<file path="config.mk">
export PLATFORM = sky130hd
export DESIGN_NAME = misc_pci_config_register
export DESIGN_NICKNAME = d
export VERILOG_FILES = /design/src/core/misc_cfg_pkg.sv /design/src/core/misc_pci_config_register.sv
export SDC_FILE = /design/constraint.sdc
export NUM_CORES = 1
export LEC_CHECK = 0
export BUFFER_PORTS_ARGS = -buffer_cell sky130_fd_sc_hd__buf_2
export CORE_MARGIN = 1.5
export CORE_UTILIZATION = 41
export CTS_CLUSTER_DIAMETER = 60
export DETAILED_ROUTE_END_ITERATION = 8
export PLACE_DENSITY = 0.84
export REMOVE_ABC_BUFFERS = 1
export SYNTH_ARGS = -nofsm -noshare
export SYNTH_HDL_FRONTEND = slang
export SYNTH_SLANG_ARGS = --single-unit
export TNS_END_PERCENT = 20
</file>
<file path="constraint.sdc">
create_clock -name CORE_CLK -period 1.6 [get_ports CORE_CLK]
set_clock_uncertainty 0.15 [all_clocks]
set_input_delay 0.16 -clock CORE_CLK [delete_from_list [all_inputs] [get_ports CORE_CLK]]
set_output_delay 0.16 -clock CORE_CLK [all_outputs]
set_load 0.005 [all_outputs]
</file>
<file path="src/core/misc_cfg_pkg.sv">
// Package: offsets, field positions and reset values of the miscellaneous configuration register
`default_nettype none
package misc_cfg_pkg;
  localparam logic [7:0]  MISC_CFG_OFFSET  = 8'hf0;
  localparam logic [31:0] MISC_CFG_RESET   = 32'h00002400;
  localparam logic [31:0] MISC_CFG_WMASK   = 32'h0000a41f;
  localparam int          WAKE_COLD_BIT    = 15;
  localparam int          WAKE_D2_BIT      = 13;
  localparam int          D2_STATE_BIT     = 10;
  localparam int          NO_TABORT_BIT    = 4;
  localparam int          PIN_ROUTE_BIT    = 3;
  localparam int          LINK_BYPASS_BIT  = 2;
  localparam int          HOST_BYPASS_BIT  = 1;
  localparam int          KEEP_CLOCK_BIT   = 0;
  localparam logic [31:0] FILLER_DATA      = 32'hffffffff;

  // Configuration access request
  typedef struct packed {
    logic        rd;
    logic        wr;
    logic [7:0]  addr;
    logic [3:0]  be;
    logic [31:0] wdata;
  } cfg_req_s;

  // Link-domain access request and answer
  typedef struct packed {
    logic        req;
    logic        link_clk_on;
    logic [31:0] rdata;
  } link_acc_s;

  // Capability bits handed to the power management capabilities register
  typedef struct packed {
    logic wake_from_cold_off_flag;
    logic wake_from_d2_flag;
    logic d2_state_flag;
  } pm_caps_s;
endpackage : misc_cfg_pkg
`default_nettype wire

</file>
<file path="src/core/misc_pci_config_register.sv">
// Miscellaneous PCI configuration register with its clock, pin and abort control
`default_nettype none
module misc_pci_config_register
  import misc_cfg_pkg::*;
(
  input  wire logic      CORE_CLK,        // Host clock
  input  wire logic      RST_B,           // Async reset, active low
  input  wire logic      CLK_EN,          // Freezes all state when low
  input  wire cfg_req_s  CFG_REQ,         // Configuration access
  output logic [31:0]    CFG_RDATA,       // Read data, registered
  output logic           CFG_ACK,         // Access done, registered pulse
  input  wire link_acc_s LINK_ACC,        // Link-domain register access
  output logic           LINK_DONE,       // Normal completion pulse
  output logic           LINK_TABORT,     // Target abort pulse
  output logic [31:0]    LINK_RDATA,      // Link read data, registered
  output pm_caps_s       PM_CAPS,         // Capability bits
  input  wire logic      GP3_OUT,         // Pin three output value
  input  wire logic      GP3_OE,          // Pin three output enable
  input  wire logic      GP3_IN,          // Pin three input
  input  wire logic      GP2_OUT,         // Pin two output value
  input  wire logic      GP2_OE,          // Pin two output enable
  input  wire logic      GP2_IN,          // Pin two input
  output logic           GP3_PIN_O,       // Pin three driven level
  output logic           GP3_PIN_OE,      // Pin three driver enable
  output logic           GP2_PIN_O,       // Pin two driven level
  output logic           GP2_PIN_OE,      // Pin two driver enable
  input  wire logic      SCL_OUT,         // Serial clock drive value
  input  wire logic      SCL_OE,          // Serial clock drive enable
  input  wire logic      SDA_OUT,         // Serial data drive value
  input  wire logic      SDA_OE,          // Serial data drive enable
  output logic           SCL_IN,          // Serial clock seen on pin
  output logic           SDA_IN,          // Serial data seen on pin
  output logic           LINK_GATE_OFF,   // Link clock gating bypass
  output logic           HOST_GATE_OFF,   // Host clock gating bypass
  input  wire logic      CLKRUN_STOP_REQ, // System asks to stop host clock
  output logic           CLKRUN_KEEP,     // Assert run, refuse stop
  output logic           CLKRUN_STOP_OK   // Stop may proceed
);

  logic [31:0] misc_ff;
  logic [31:0] nxt_misc;
  logic [31:0] be_mask;
  logic        hit;

  assign hit = CFG_REQ.addr == MISC_CFG_OFFSET;
  assign be_mask = {{8{CFG_REQ.be[3]}}, {8{CFG_REQ.be[2]}}, {8{CFG_REQ.be[1]}}, {8{CFG_REQ.be[0]}}};

  always_comb begin
    nxt_misc = misc_ff;
    if (CFG_REQ.wr && hit) begin
      nxt_misc = (misc_ff & ~(be_mask & MISC_CFG_WMASK)) | (CFG_REQ.wdata & be_mask & MISC_CFG_WMASK);
    end
  end

  always_ff @(posedge CORE_CLK or negedge RST_B) begin
    if (!RST_B) begin
      misc_ff <= MISC_CFG_RESET;
    end else if (CLK_EN) begin
      misc_ff <= nxt_misc;
    end
  end

  // Unmapped configuration offsets read zero
  always_ff @(posedge CORE_CLK or negedge RST_B) begin
    if (!RST_B) begin
      CFG_RDATA <= 32'h00000000;
      CFG_ACK   <= 1'b0;
    end else if (CLK_EN) begin
      CFG_ACK   <= CFG_REQ.rd | CFG_REQ.wr;
      CFG_RDATA <= (CFG_REQ.rd && hit) ? (misc_ff & MISC_CFG_WMASK) : 32'h00000000;
    end
  end

  // Stopped link clock: abort or fill, chosen by mode bit
  always_ff @(posedge CORE_CLK or negedge RST_B) begin
    if (!RST_B) begin
      LINK_DONE   <= 1'b0;
      LINK_TABORT <= 1'b0;
      LINK_RDATA  <= 32'h00000000;
    end else if (CLK_EN) begin
      LINK_DONE   <= 1'b0;
      LINK_TABORT <= 1'b0;
      if (LINK_ACC.req) begin
        if (LINK_ACC.link_clk_on) begin
          LINK_DONE  <= 1'b1;
          LINK_RDATA <= LINK_ACC.rdata;
        end else if (misc_ff[NO_TABORT_BIT]) begin
          LINK_DONE  <= 1'b1;
          LINK_RDATA <= FILLER_DATA;
        end else begin
          LINK_TABORT <= 1'b1;
          LINK_RDATA  <= 32'h00000000;
        end
      end
    end
  end

  assign PM_CAPS.wake_from_cold_off_flag = misc_ff[WAKE_COLD_BIT];
  assign PM_CAPS.wake_from_d2_flag = misc_ff[WAKE_D2_BIT];
  assign PM_CAPS.d2_state_flag = misc_ff[D2_STATE_BIT];

  assign GP3_PIN_O  = misc_ff[PIN_ROUTE_BIT] ? SCL_OUT : GP3_OUT;
  assign GP2_PIN_O  = misc_ff[PIN_ROUTE_BIT] ? SDA_OUT : GP2_OUT;
  assign SCL_IN     = misc_ff[PIN_ROUTE_BIT] ? GP3_IN : 1'b1;
  assign SDA_IN     = misc_ff[PIN_ROUTE_BIT] ? GP2_IN : 1'b1;
  // own drivers released; serial open-drain pulls only
  assign GP3_PIN_OE = misc_ff[PIN_ROUTE_BIT] ? (SCL_OE & ~SCL_OUT) : GP3_OE;
  assign GP2_PIN_OE = misc_ff[PIN_ROUTE_BIT] ? (SDA_OE & ~SDA_OUT) : GP2_OE;

  assign LINK_GATE_OFF = misc_ff[LINK_BYPASS_BIT];
  assign HOST_GATE_OFF = misc_ff[HOST_BYPASS_BIT];

  assign CLKRUN_KEEP    = misc_ff[KEEP_CLOCK_BIT] & CLKRUN_STOP_REQ;
  assign CLKRUN_STOP_OK = ~misc_ff[KEEP_CLOCK_BIT] & CLKRUN_STOP_REQ;

endmodule : misc_pci_config_register
`default_nettype wire

</file>
Word-level counts from Yosys, hierarchy flattened:

Index checks and enable logic that the tools add are counted.

* register bits after elaboration: 99
* input port bits: 94
* output and inout port bits: 80
* word-level logic and storage cells: 38

* equal/unequal tests: 1
* muxes and demuxes: 15
* bitwise operators: 12
* reductions and logical operators: 4

Operators with widths (number)
* two-way mux 32 bit: 2
* AND 32 bit: 1
* NOT 16 -> 32 bit: 1
* bitwise OR 32 x 16 -> 32 bit: 1
* AND 16 bit: 1
* two-way mux 16 bit: 1
* two-way mux 1 bit: 12
* equality test 8 bit (second input constant): 1
* AND 1 bit: 4
* AND reduction 2 bit: 2
* NOT 1 bit: 3
* logical AND 1 bit: 2
* bitwise OR 1 bit: 1

Longest topological paths before layout:

* word-level depth: 3
* gate-level depth with buffers: 6
* depth with buffers taken out: 3

Worst setup path after synthesis:

Ideal clock, no wire load.

* path kind: in2reg
* start point: in CFG_REQ[37] (netlist name)
* end point: reg (tool-made name)
* setup time: 125 ps
* arrival: 970 ps
* required time: 1325 ps
* path slack: 355 ps
* stages: 3
* buffers on the path: 0
* cells stage by stage: nor4_4 -> nand4_2 -> mux2_2

RTL lines
* start: declaration: line misc_pci_config_register.sv:9 `input wire cfg_req_s CFG_REQ,`

==> run metrics <==
area share of the largest cell type after synthesis=51.2%; status=finished, violations left; sequential-to-total area share from yosys stat=53.4%; Finished Layout Cells=461; gp weighted congestion=0.699; # port buffers=123; Hold WS=-1.28 ps; Leak=1.75 nW; crit path DAT=1220 ps; async set or reset register ratio after synthesis=100%; WL final=6090 µm; min cycle time layout=1530 ps; Primary FF master, synth=dfrtp_1; f_max=653 MHz; CTS sink count=51; Die H=79.4 µm; reg-to-reg slack, setup=110 ps; critical path endpoint=GP2_PIN_O; reg2reg end=LINK_RDATA[2]; switching power=0.000690 W; worst hold path class=in2reg; period utilization=95.7%; clock-pin slew on the worst setup and hold paths=90 ps; main area contributors after synthesis=dfrtp_1 51%, buf_4 8.5%, a21oi_1 6.9%, o21ai_0 6.5%, nand2_1 6.4%; DRC Markers=0; final hold viol count=1; DP Area=0.00300 mm²; CTS Root Cell=clkbuf_8; critical path peak fanout=10; slew of the pin with the lowest slew margin=528 ps; Core Area=0.00557 mm²; maxcap violations=0; # diodes=0; latest clock arrival within the worst-skew pair=300 ps; Critical Path RT=1290 ps; Flop pwr share=54.7%; count leader, synth=dfrtp_1; Pins Over Slew Limit=0; HPWL after detailed placement=4010 µm; Core Util, Final=60.3%; htree depth=2; post-route ant nets=0; setup TNS=0 ps; Final nets=482; Placement Rows=27; Post-CTS Setup Inserts=0; 1st-iter DRT viols=68; Max Buffers Root-to-Sink=2; Post-Syn Area=0.00239 mm²; Rel. slew slack=64.8%; violations in the final reports=hold timing; Num CTS Buffers=5; routed vias/inst=4.78; global-route usage over all layers=19.8%; Initial Util=42.9%; per-cell routed wire length=13.2 µm; cell taking the most area after synthesis=dfrtp_1; DP Cell Count=425; reg2reg path depth=4; vias in the first global route=2,096; CTS tree=yes; Power Dens Cells=778 mW/mm²; EDFF count, synth=0; I/O pin count=174; switching part of the total=26.4%; flops & latches, synth=51; die footprint=0.00631 mm²; CP endpoint kind=output pin; Int Power=0.00193 W; Critical Path Start Type=flop; Area Overhead vs Synth=40.5%; WS Path Type=reg2out; routed via count=2,202; Die W=79.4 µm; initial antenna violation count=0; TritonRoute pass-1 iters=4; first-pass GRT wire length=9600 µm; Syn Inst Count=244; synth warn=0; design area=0.00336 mm²; top post-synthesis cells by count=49 x dfrtp_1, 41 x nand2_1, 33 x a21oi_1, 31 x o21ai_0, 27 x buf_4; Syn Area/Cell=9.81 µm²; Synth cell types=25; largest net degree at the start of global routing=66; RSZ-0062 raised after global routing=false; Comb pwr share=17.9%; Clock power frac=27.5%; FILL cells=467; layout cells sized above 1=39.8%; Overflow after GRT=0; maximum VDD drop=416 µV; Final setup viols=0
[power groups by stage]
stage	clock network, W	registers (W)	logic, W
4_1_cts	0.000748	0.00143	0.000464
2_1_floorplan	0	0.00146	0.000130
5_1_grt	0.000806	0.00144	0.000526
3_5_place_dp	0	0.00145	0.000412
3_3_place_gp	0	0.00145	0.000399
6_report	0.000720	0.00143	0.000467
[critical path, stage by stage (launching register included)]
cell and delay, ps:
dfrtp_2 460, mux2_2 350, buf_2 130
[layout by cell type (no fill, tap or decap), types with 3 or more instances in the layout]
cell type,n
dfrtp_1,48
nand2_1,40
o21ai_1,3
nor2_1,3
buf_4,5
a21oi_1,33
and2_1,3
o2bb2ai_1,9
clkbuf_8,5
buf_2,123
dlygate4sd3_1,28
mux2_2,10
o21ai_0,31
conb_1,24
[cell families after synthesis]
group | after synthesis | synth area share (%)
compound gates | 77 | 17.7
buf+inv | 47 | 11.8
flops | 51 | 53.4
mux | 10 | 4.70
other cells | 1 | 0.157
simple gates | 58 | 12.2
[metal layers]
| metal | vias up | GRT usage, % | wire length (µm) | share of wire, % |
|---|---|---|---|---|
| li1 | 1067 | - | - | - |
| met1 | 1020 | 22.5 | 2520 | 41 |
| met2 | 111 | 37.1 | 3050 | 50 |
| met3 | 4 | 4.69 | 489 | 8.0 |
| met4 | 0 | 4.74 | 34 | 0.56 |
| met5 | - | 0 | 0 | 0 |
[metrics by stage]
step / power [W] / setup WS [ps]
after floorplan: 0.00159 / -323
after global placement: 0.00185 / 148
after detailed placement: 0.00187 / 120
after CTS: 0.00264 / 51.4
after global routing: 0.00278 / 11.7
final: 0.00262 / 68.2
[area by class of cell]
cell class	instances	area, µm²	area share [%]
clock inverter	2	12.5	0.372
sequential	51	1280	38.1
timing repair buffer	158	973	28.9
tap	72	90.1	2.68
multi-input combinational	169	923	27.5
inverter	3	11.3	0.335
clock buffer	6	72.6	2.16
[repair_timing]
action                     4_1_cts  5_1_grt
hold buffers                    28        0
hold endpoints to repair        78        0
resized for setup                1        0
setup endpoints to repair        2        0
[worst min path at each step]
stage	start	depth (start not counted)	slack, ps	to
3_5_place_dp	RST_B	1	-40	LINK_RDATA[31]
3_3_place_gp	RST_B	1	-50	LINK_RDATA[31]
5_1_grt	CFG_REQ[44]	3	20	CFG_ACK
2_1_floorplan	RST_B	0	-290	CFG_ACK
6_report	LINK_ACC[1]	3	-1	LINK_RDATA[1]
4_1_cts	LINK_ACC[30]	3	2	LINK_RDATA[30]
Note: power is estimated with default switching activity, not from simulation.
